===== config.mk =====
export PLATFORM = sky130hd
export DESIGN_NAME = tpc_top
export DESIGN_NICKNAME = d
export VERILOG_FILES = /design/src/tpc_pkg.sv /design/src/tpc_phase_decode.sv /design/src/tpc_top.sv
export VERILOG_INCLUDE_DIRS = /design/src
export SDC_FILE = /design/constraint.sdc
export NUM_CORES = 1
export LEC_CHECK = 0
export BUFFER_PORTS_ARGS = -buffer_cell sky130_fd_sc_hd__buf_2
export CAP_MARGIN = 25
export CORE_UTILIZATION = 50
export CTS_CLUSTER_SIZE = 28
export DETAILED_ROUTE_END_ITERATION = 16
export PLACE_DENSITY = 0.69
export SLEW_MARGIN = 20
export SYNTH_ARGS = -nofsm -noshare
export SYNTH_HDL_FRONTEND = slang
export SYNTH_SLANG_ARGS = --single-unit

===== constraint.sdc =====
create_clock -name clk_i -period 2.76 [get_ports clk_i]
set_input_delay 0.276 -clock clk_i [delete_from_list [all_inputs] [get_ports clk_i]]
set_output_delay 0.276 -clock clk_i [all_outputs]
set_load 0.02 [all_outputs]

===== src/tpc_defines.svh =====
// Constants for the two-phase event counter: register offsets, field
// positions, reset values and limits.
// Assumes inclusion by bare name from the package and the modules.
`ifndef TPC_DEFINES_SVH
`define TPC_DEFINES_SVH

// ****************************************
// Register byte offsets (word aligned)
// ****************************************
`define TPC_OFS_START 8'h00
`define TPC_OFS_MODE 8'h04
`define TPC_OFS_STATUS 8'h08
`define TPC_OFS_MASK 8'h0C
`define TPC_OFS_COUNT2 8'h10
`define TPC_OFS_COUNT3 8'h14
`define TPC_OFS_COUNT4 8'h18

// ****************************************
// Mode register fields
// ****************************************
`define TPC_MODE_QUAD3 0
`define TPC_MODE_ZEN3 1
`define TPC_MODE_ZPOL 2
`define TPC_MODE_FREE_LSB 4
`define TPC_MODE_FREE_MSB 6

// ****************************************
// Reset values and limits
// ****************************************
`define TPC_RST_CTRL 3'h0
`define TPC_RST_MODE 4'h0
`define TPC_RST_COUNT 16'h0000
`define TPC_COUNT_MAX 16'hFFFF
`define TPC_COUNT_MIN 16'h0000
`define TPC_NUM_CH 3

`endif


===== src/tpc_pkg.sv =====
// Types shared by the two-phase event counter modules.
// Assumes tpc_defines.svh is on the include path.
package tpc_pkg;
  `include "tpc_defines.svh"

  typedef logic [15:0] tpc_count_type;
  typedef logic [2:0] tpc_chan_type;
  typedef logic [31:0] tpc_word_type;
endpackage : tpc_pkg


===== src/tpc_phase_decode.sv =====
// Phase pair synchroniser and edge decoder for one counter channel.
// Assumes raw asynchronous encoder pins and a single timer clock.
`timescale 1ns/1ps
module tpc_phase_decode
  import tpc_pkg::*;
(
  input wire logic clk_i,
  input wire logic rst_i,
  input wire logic primary_i,
  input wire logic secondary_i,
  input wire logic quad_i,
  output logic up_o,
  output logic down_o
);
  logic a_meta_reg;
  logic a_sync_reg;
  logic a_prev_reg;
  logic b_meta_reg;
  logic b_sync_reg;
  logic b_prev_reg;

  // ****************************************
  // Synchronisers
  // ****************************************
  always_ff @(posedge clk_i)
  begin
    if (rst_i)
    begin
      a_meta_reg <= 1'b0;
      a_sync_reg <= 1'b0;
      a_prev_reg <= 1'b0;
      b_meta_reg <= 1'b0;
      b_sync_reg <= 1'b0;
      b_prev_reg <= 1'b0;
    end
    else
    begin
      a_meta_reg <= primary_i;
      a_sync_reg <= a_meta_reg;
      a_prev_reg <= a_sync_reg;
      b_meta_reg <= secondary_i;
      b_sync_reg <= b_meta_reg;
      b_prev_reg <= b_sync_reg;
    end
  end

  // ****************************************
  // Edge decode
  // ****************************************
  wire [1:0] prev_ab = {a_prev_reg, b_prev_reg};
  wire [1:0] cur_ab = {a_sync_reg, b_sync_reg};
  wire a_rise = a_sync_reg & ~a_prev_reg;
  wire a_fall = ~a_sync_reg & a_prev_reg;
  // Normal mode counts primary edges only while secondary is high
  wire norm_up = b_sync_reg & a_rise;
  wire norm_down = b_sync_reg & a_fall;
  // Both pins changing in one sample is illegal quadrature and is ignored
  wire quad_up = (prev_ab == 2'h1 && cur_ab == 2'h3) || (prev_ab == 2'h3 && cur_ab == 2'h2)
    || (prev_ab == 2'h2 && cur_ab == 2'h0) || (prev_ab == 2'h0 && cur_ab == 2'h1);
  wire quad_down = (prev_ab == 2'h3 && cur_ab == 2'h1) || (prev_ab == 2'h2 && cur_ab == 2'h3)
    || (prev_ab == 2'h0 && cur_ab == 2'h2) || (prev_ab == 2'h1 && cur_ab == 2'h0);

  assign up_o = quad_i ? quad_up : norm_up;
  assign down_o = quad_i ? quad_down : norm_down;

  // ****************************************
  // Checks
  // ****************************************
  no_double_a: assert property (@(posedge clk_i) disable iff (rst_i) !(up_o && down_o))
    else $error("up and down asserted together");
  norm_dir_a: assert property (@(posedge clk_i) disable iff (rst_i)
    (!quad_i && !b_sync_reg) |-> (!up_o && !down_o))
    else $error("normal mode counted with secondary low");
endmodule : tpc_phase_decode


===== src/tpc_top.sv =====
// Three-channel two-phase event counter with a classic Wishbone slave.
// Assumes encoder pins are asynchronous and software is the only bus master.
`timescale 1ns/1ps
module tpc_top
  import tpc_pkg::*;
(
  input wire logic clk_i,
  input wire logic rst_i,
  input wire logic wb_cyc_i,
  input wire logic wb_stb_i,
  input wire logic wb_we_i,
  input wire logic [7:0] wb_adr_i,
  input wire logic [3:0] wb_sel_i,
  input wire logic [31:0] wb_dat_i,
  output logic [31:0] wb_dat_o,
  output logic wb_ack_o,
  output logic irq_o,
  input wire logic [2:0] primary_phase_pin_i,
  input wire logic [2:0] secondary_phase_pin_i,
  input wire logic z_phase_i
);

  // ****************************************
  // Functions
  // ****************************************
  // Returns {wrap flag, next count} for one count event
  function automatic logic [16:0] cnt_step(input tpc_count_type c, input tpc_count_type r,
    input logic up, input logic free, input logic zclr);
    tpc_count_type nxt;
    logic wrap;
    nxt = c;
    wrap = 1'b0;
    if (up)
    begin
      if (c == `TPC_COUNT_MAX)
      begin
        wrap = 1'b1;
        nxt = free ? `TPC_COUNT_MIN : r;
      end
      else
      begin
        nxt = c + 16'h0001;
      end
    end
    else
    begin
      if (c == `TPC_COUNT_MIN)
      begin
        wrap = 1'b1;
        nxt = free ? `TPC_COUNT_MAX : r;
      end
      else
      begin
        nxt = c - 16'h0001;
      end
    end
    // A clear that meets a wrap still reports the wrap
    if (zclr)
    begin
      nxt = `TPC_COUNT_MIN;
    end
    return {wrap, nxt};
  endfunction : cnt_step

  // Byte-lane merge of a 16-bit register
  function automatic tpc_count_type merge16(input tpc_count_type old, input logic [31:0] d,
    input logic [3:0] sel);
    return {sel[1] ? d[15:8] : old[15:8], sel[0] ? d[7:0] : old[7:0]};
  endfunction : merge16

  // ****************************************
  // State
  // ****************************************
  tpc_chan_type run_reg;
  tpc_chan_type free_reg;
  logic quad3_reg;
  logic zen3_reg;
  logic zpol_reg;
  tpc_chan_type status_reg;
  tpc_chan_type mask_reg;
  tpc_chan_type started_reg;
  tpc_count_type count_reg [`TPC_NUM_CH];
  tpc_count_type reload_reg [`TPC_NUM_CH];
  logic ack_reg;
  tpc_word_type dat_reg;
  logic irq_reg;
  logic z_meta_reg;
  logic z_sync_reg;
  logic z_prev_reg;
  logic z_pend_reg;

  tpc_chan_type started_next;
  tpc_chan_type wrap_flag;
  tpc_count_type count_next [`TPC_NUM_CH];
  tpc_count_type reload_next [`TPC_NUM_CH];
  tpc_chan_type up_evt;
  tpc_chan_type down_evt;

  // ****************************************
  // Bus decode
  // ****************************************
  wire bus_req = wb_cyc_i & wb_stb_i & ~ack_reg;
  wire bus_wr = bus_req & wb_we_i;
  wire lane0 = wb_sel_i[0];
  wire hit_start = wb_adr_i == `TPC_OFS_START;
  wire hit_mode = wb_adr_i == `TPC_OFS_MODE;
  wire hit_status = wb_adr_i == `TPC_OFS_STATUS;
  wire hit_mask = wb_adr_i == `TPC_OFS_MASK;
  wire hit_cnt2 = wb_adr_i == `TPC_OFS_COUNT2;
  wire hit_cnt3 = wb_adr_i == `TPC_OFS_COUNT3;
  wire hit_cnt4 = wb_adr_i == `TPC_OFS_COUNT4;
  wire wr_start = bus_wr & hit_start & lane0;
  wire wr_mode = bus_wr & hit_mode & lane0;
  wire wr_status = bus_wr & hit_status & lane0;
  wire wr_mask = bus_wr & hit_mask & lane0;
  wire [2:0] cnt_wr = {3{bus_wr}} & {hit_cnt4, hit_cnt3, hit_cnt2} & {3{|wb_sel_i[1:0]}};

  wire [7:0] mode_word = {1'b0, free_reg, 1'b0, zpol_reg, zen3_reg, quad3_reg};
  // Unmapped offsets read as zero and are still acknowledged
  wire [31:0] rd_word = hit_start ? {29'h0, run_reg}
    : hit_mode ? {24'h0, mode_word}
    : hit_status ? {29'h0, status_reg}
    : hit_mask ? {29'h0, mask_reg}
    : hit_cnt2 ? {16'h0, count_reg[0]}
    : hit_cnt3 ? {16'h0, count_reg[1]}
    : hit_cnt4 ? {16'h0, count_reg[2]}
    : 32'h00000000;

  // ****************************************
  // Phase decoders
  // ****************************************
  // Channel 2 is fixed normal, channel 4 fixed quad
  wire [2:0] quad_sel = {1'b1, quad3_reg, 1'b0};

  for (genvar g = 0; g < `TPC_NUM_CH; g++)
  begin : g_dec
    tpc_phase_decode u_dec (
      .clk_i(clk_i),
      .rst_i(rst_i),
      .primary_i(primary_phase_pin_i[g]),
      .secondary_i(secondary_phase_pin_i[g]),
      .quad_i(quad_sel[g]),
      .up_o(up_evt[g]),
      .down_o(down_evt[g])
    );
  end

  wire [2:0] cnt_evt = run_reg & (up_evt | down_evt);

  // ****************************************
  // Z index
  // ****************************************
  wire z_rise = z_sync_reg & ~z_prev_reg;
  wire z_fall = ~z_sync_reg & z_prev_reg;
  wire z_edge = zen3_reg & run_reg[1] & (zpol_reg ? z_fall : z_rise);
  // Index is remembered and only acted on at the next count event
  wire z_pend_next = z_edge | (z_pend_reg & ~cnt_evt[1]);
  wire [2:0] zclr = {1'b0, z_pend_reg, 1'b0};

  // ****************************************
  // Counter next state
  // ****************************************
  always_comb
  begin
    logic [16:0] step;
    tpc_count_type wval;
    step = 17'h00000;
    wval = `TPC_RST_COUNT;
    for (int i = 0; i < `TPC_NUM_CH; i++)
    begin
      count_next[i] = count_reg[i];
      reload_next[i] = reload_reg[i];
      wrap_flag[i] = 1'b0;
      started_next[i] = run_reg[i] & (started_reg[i] | cnt_evt[i]);
      step = cnt_step(count_reg[i], reload_reg[i], up_evt[i], free_reg[i], zclr[i]);
      wval = merge16(reload_reg[i], wb_dat_i, wb_sel_i);
      if (cnt_evt[i])
      begin
        count_next[i] = step[15:0];
        wrap_flag[i] = step[16];
      end
      if (cnt_wr[i])
      begin
        reload_next[i] = wval;
        if (!run_reg[i] || !started_reg[i])
        begin
          count_next[i] = wval;
        end
      end
    end
  end

  // Set wins over a write-one clear in the same cycle
  wire [2:0] status_clr = wr_status ? wb_dat_i[2:0] : 3'h0;
  wire [2:0] status_next = (status_reg & ~status_clr) | wrap_flag;
  wire [2:0] mask_next = wr_mask ? wb_dat_i[2:0] : mask_reg;

  // ****************************************
  // Registers
  // ****************************************
  always_ff @(posedge clk_i)
  begin
    if (rst_i)
    begin
      run_reg <= `TPC_RST_CTRL;
      free_reg <= `TPC_RST_CTRL;
      quad3_reg <= 1'b0;
      zen3_reg <= 1'b0;
      zpol_reg <= 1'b0;
      mask_reg <= `TPC_RST_CTRL;
    end
    else
    begin
      if (wr_start)
      begin
        run_reg <= wb_dat_i[2:0];
      end
      if (wr_mode)
      begin
        quad3_reg <= wb_dat_i[`TPC_MODE_QUAD3];
        zen3_reg <= wb_dat_i[`TPC_MODE_ZEN3];
        zpol_reg <= wb_dat_i[`TPC_MODE_ZPOL];
        free_reg <= wb_dat_i[`TPC_MODE_FREE_MSB:`TPC_MODE_FREE_LSB];
      end
      mask_reg <= mask_next;
    end
  end

  always_ff @(posedge clk_i)
  begin
    if (rst_i)
    begin
      status_reg <= `TPC_RST_CTRL;
      started_reg <= `TPC_RST_CTRL;
      irq_reg <= 1'b0;
      z_meta_reg <= 1'b0;
      z_sync_reg <= 1'b0;
      z_prev_reg <= 1'b0;
      z_pend_reg <= 1'b0;
    end
    else
    begin
      status_reg <= status_next;
      started_reg <= started_next;
      irq_reg <= |(status_next & mask_next);
      z_meta_reg <= z_phase_i;
      z_sync_reg <= z_meta_reg;
      z_prev_reg <= z_sync_reg;
      z_pend_reg <= z_pend_next;
    end
  end

  always_ff @(posedge clk_i)
  begin
    for (int i = 0; i < `TPC_NUM_CH; i++)
    begin
      if (rst_i)
      begin
        count_reg[i] <= `TPC_RST_COUNT;
        reload_reg[i] <= `TPC_RST_COUNT;
      end
      else
      begin
        count_reg[i] <= count_next[i];
        reload_reg[i] <= reload_next[i];
      end
    end
  end

  // One wait state: answer always lands one cycle after the request
  always_ff @(posedge clk_i)
  begin
    if (rst_i)
    begin
      ack_reg <= 1'b0;
      dat_reg <= 32'h00000000;
    end
    else
    begin
      ack_reg <= bus_req;
      dat_reg <= bus_req ? rd_word : 32'h00000000;
    end
  end

  assign wb_ack_o = ack_reg;
  assign wb_dat_o = dat_reg;
  assign irq_o = irq_reg;

  // ****************************************
  // Checks
  // ****************************************
  bus_answer_a: assert property (@(posedge clk_i) disable iff (rst_i)
    bus_req |=> (ack_reg ##1 !ack_reg))
    else $error("bus ack not a single pulse after request");

  stop_hold_a: assert property (@(posedge clk_i) disable iff (rst_i)
    (!run_reg[0] && !cnt_wr[0]) |=> count_reg[0] == $past(count_reg[0]))
    else $error("stopped channel count changed");

  wrap_irq_a: assert property (@(posedge clk_i) disable iff (rst_i)
    (wrap_flag[0] && mask_reg[0] && !wr_mask) |=> (status_reg[0] && irq_o))
    else $error("wrap did not raise interrupt");

  ovf_reload_a: assert property (@(posedge clk_i) disable iff (rst_i)
    (cnt_evt[0] && up_evt[0] && count_reg[0] == 16'hFFFF && !free_reg[0] && !cnt_wr[0])
    |=> count_reg[0] == $past(reload_reg[0]))
    else $error("overflow did not reload");

  free_wrap_a: assert property (@(posedge clk_i) disable iff (rst_i)
    (cnt_evt[2] && down_evt[2] && count_reg[2] == 16'h0000 && free_reg[2] && !cnt_wr[2])
    |=> count_reg[2] == 16'hFFFF)
    else $error("free-run underflow did not wrap");

  count_up_a: assert property (@(posedge clk_i) disable iff (rst_i)
    (cnt_evt[0] && up_evt[0] && count_reg[0] != 16'hFFFF && !cnt_wr[0])
    |=> count_reg[0] == $past(count_reg[0]) + 16'h0001)
    else $error("up event did not increment");

  early_load_a: assert property (@(posedge clk_i) disable iff (rst_i)
    (cnt_wr[1] && !started_reg[1] && wb_sel_i[1:0] == 2'h3)
    |=> (count_reg[1] == $past(wb_dat_i[15:0]) && reload_reg[1] == count_reg[1]))
    else $error("early write did not load counter");

  late_load_a: assert property (@(posedge clk_i) disable iff (rst_i)
    (cnt_wr[0] && started_reg[0] && run_reg[0] && !cnt_evt[0])
    |=> count_reg[0] == $past(count_reg[0]))
    else $error("running write disturbed counter");

  z_clear_a: assert property (@(posedge clk_i) disable iff (rst_i)
    (z_pend_reg && cnt_evt[1] && !cnt_wr[1]) |=> count_reg[1] == 16'h0000)
    else $error("index clear not applied");

  z_wait_a: assert property (@(posedge clk_i) disable iff (rst_i)
    (z_edge && !cnt_evt[1]) |=> z_pend_reg)
    else $error("index edge lost");

  live_read_a: assert property (@(posedge clk_i) disable iff (rst_i)
    (bus_req && !wb_we_i && hit_cnt4) |=> wb_dat_o[15:0] == $past(count_reg[2]))
    else $error("count read not live");
endmodule : tpc_top


==> results.toml <==
[route]
wl_um = 36700
firstDrtPassIters = 7
viasPerCell = 6.51
drtIter0Drc = 1385
drc_errors = 0
vias = 10900
ant_nets = 0
avgRoutedWirePerCell_um = 21.8

[floorplanning]
die_x_um = 146
pin_count = 90
initial_core_util = 0.511
die_y_um = 146
fp-row-count = 52
dieArea_um2 = 21300
fp.coreArea_um2 = 20200

[global_routing]
grt_max_degree = 48
track_usage = 0.344
overflow = 0
first_global_vias = 10200
antenna_found_initial = 0
grt_pass1_wl_um = 56900

[setup_path]
crit_type = "reg -> reg"
setup.worst_path.start = "count_reg[2][0]$_SDFF_PP0_"
cp.depth = 8
r2r-start = "count_reg[2][0]$_SDFF_PP0_"
startpoint_type = "register"
setup.worst_path.end_class = "register"
cp_data_arrival_time_ns = 2.89
rrSetupSlack_ns = 0.16
path_buf_inv = 1
critPathSlowestCell = "or4b_2"
r2r-end = "count_reg[2][5]$_SDFF_PP0_"
path_delay_family = "simple AND/OR/NAND/NOR gates"
critPathCapture = "count_reg[2][5]$_SDFF_PP0_"
path_cells = "inv_1 -> ha_1 -> or4b_2 -> or4_4 -> o21ai_4 -> a21oi_1 -> a2111oi_1 -> nor3_1"
cp_max_fo = 7
cp.required_ns = 3.05
max_stage_delay_ns = 0.58
reg2reg_depth = 8

[clock_network]
clock_latency_ns = 0.43
cts_tree = "yes"
numClockSinks = 153
postCtsSetupBuffers = 0
clkTransAtPathRegs_ns = 0.07
cts_htree_levels = 4
cts_buffers = 17
cts-resized-gates = 0
clk_path_buf_depth = 2
clockRootBuffer = "clkbuf_16"
hold_buffers = 0

[power_and_ir_drop]
fin_total_pwr_w = 0.00488
vdd_drop_max_uv = 453
leakage_nw = 4.51
power_density_nw_per_um2 = 410

[timing]
finalCritPeriodShare = 0.941
final-setup-viol-count = 0
maxSlewViolCount = 0
whs_ns = 0.0492
hold_viol = 0
fin_setup_tns_ns = 0
fin_crit_ns = 2.60
relSlewSlack = 0.564
tightestPinTransition_ns = 0.647
fin_skew_ns = 0.00902
clock.fmax_mhz = 385
grt_setup_unrepaired = "no"

[yosys]
async_reset_ff_frac = 0
synth-edff-count = 0
syn_area_um2 = 10300
netlist_top_cells_area = "dfxtp_1 30%, mux2i_1 7.7%, nor2_1 4.9%"
synth_common_cells = "153 x dfxtp_1, 135 x nor2_1, 109 x clkbuf_1"
synth_largest_area_cell = "dfxtp_1"
ys.flop_type = "dfxtp_1"
yosysMostFrequentCell = "dfxtp_1"
syn_avg_cell_area_um2 = 7.78
ys.warnings.count = 0
netlist.area_leader.share = 0.296
yosysUniqueCellTypes = 80
ys_ff_latch = 153
netlist_instances = 1329
synth-seq-area-share = 0.296

[place]
gp_congestion = 1.02
dp_hpwl_um = 27100
placed_cell_area_um2 = 11300
port_buffers = 55

[finish]
nFillCells = 1915
final_cell_area_um2 = 11900
nets = 1464
area_growth_syn_to_layout_pct = 15.1
layout-drive-gt1-share = 0.165
diodes = 0

[outcome]
status = "complete, no violations"

[flow_run]
maxCapViolCount = 0

[min_path]
min-delay-start = "secondary_phase_pin_i[1]"
hold_path.class = "in -> reg"
[layout by cell type (no fill, tap or decap), drive strengths merged, types with 13 or more instances in the layout]
master	instances
a221oi	14
o21ai	59
nor4	25
nor3	55
nand2b	25
mux2i	80
nand3	48
o211ai	13
conb	16
clkbuf	19
a31oi	26
nand4	17
a211oi	16
a21oi	69
nor2b	27
buf	174
nor2	135
and3	16
xor2	24
dfxtp	153
nand2	82
xnor2	37
inv	44
[routing by layer]
| layer | part of all wire | vias up | GRT usage |
|---|---|---|---|
| li1 | - | 5022 | - |
| met5 | 0 | - | 0 |
| met1 | 0.42 | 5175 | 0.451 |
| met3 | 0.094 | 102 | 0.0643 |
| met2 | 0.44 | 648 | 0.535 |
| met4 | 0.044 | 0 | 0.181 |
[cell families (layout without fill, tap and decap cells)]
family,after synthesis,after routing,synth area share
AO/OA/AOI/OAI,347,347,0.235
XOR/XNOR,62,62,0.0538
adder cells (fa/ha/maj),9,9,0.0109
buffers and inverters,177,245,0.0735
flip-flops,153,153,0.296
multiplexers,83,83,0.0807
other,1,16,0.000363
AND/OR/NAND/NOR,497,497,0.249
[where the power goes]
group / total (W) / switching [W] / internal (W) / leakage [nW]
Clock: 0.00234 / 0.00105 / 0.00129 / 0.279
Combinational: 0.000308 / 0.000218 / 0.0000899 / 2.99
Sequential: 0.00223 / 0.00000858 / 0.00222 / 1.24
[worst min path at each step]
stage	to	slack, ns	depth (start not counted)
after floorplan	g_dec[0].u_dec.a_meta_reg$_SDFF_PP0_	0.40	1
after global placement	g_dec[1].u_dec.b_sync_reg$_SDFF_PP0_	0.42	1
after detailed placement	g_dec[2].u_dec.b_sync_reg$_SDFF_PP0_	0.42	1
after CTS	g_dec[0].u_dec.a_meta_reg$_SDFF_PP0_	0.05	2
after global routing	g_dec[1].u_dec.a_meta_reg$_SDFF_PP0_	0.05	2
final	g_dec[1].u_dec.b_meta_reg$_SDFF_PP0_	0.05	2
[worst reg2reg max path: stages, from the launching register on]
cell and delay [ns]:
dfxtp_1 0.31, inv_1 0.07, ha_1 0.19, or4b_2 0.58, or4_4 0.51, o21ai_4 0.26
a21oi_1 0.07, a2111oi_1 0.38, nor3_1 0.09
[layout make-up]
| class | instances | area (um^2) | area share |
|---|---|---|---|
| tap | 270 | 338 | 0.0284 |
| sequential | 153 | 3060 | 0.257 |
| clock buffer | 19 | 443 | 0.0372 |
| inverter | 39 | 146 | 0.0123 |
| multi-input combinational | 1014 | 6590 | 0.554 |
| timing repair buffer | 174 | 1180 | 0.0995 |
| clock inverter | 13 | 138 | 0.0116 |
[per-stage QoR]
stage | setup WS (ns) | std cells | utilization
CTS | 0.188 | 1682 | 0.588
global route | 0.0509 | 1682 | 0.588
floorplan | 0.279 | 1344 | -
detailed placement | 0.202 | 1650 | 0.559
finish | 0.163 | 1682 | 0.588
global placement | 0.251 | 1650 | 0.559
Note: power is estimated with default switching activity, not from simulation.
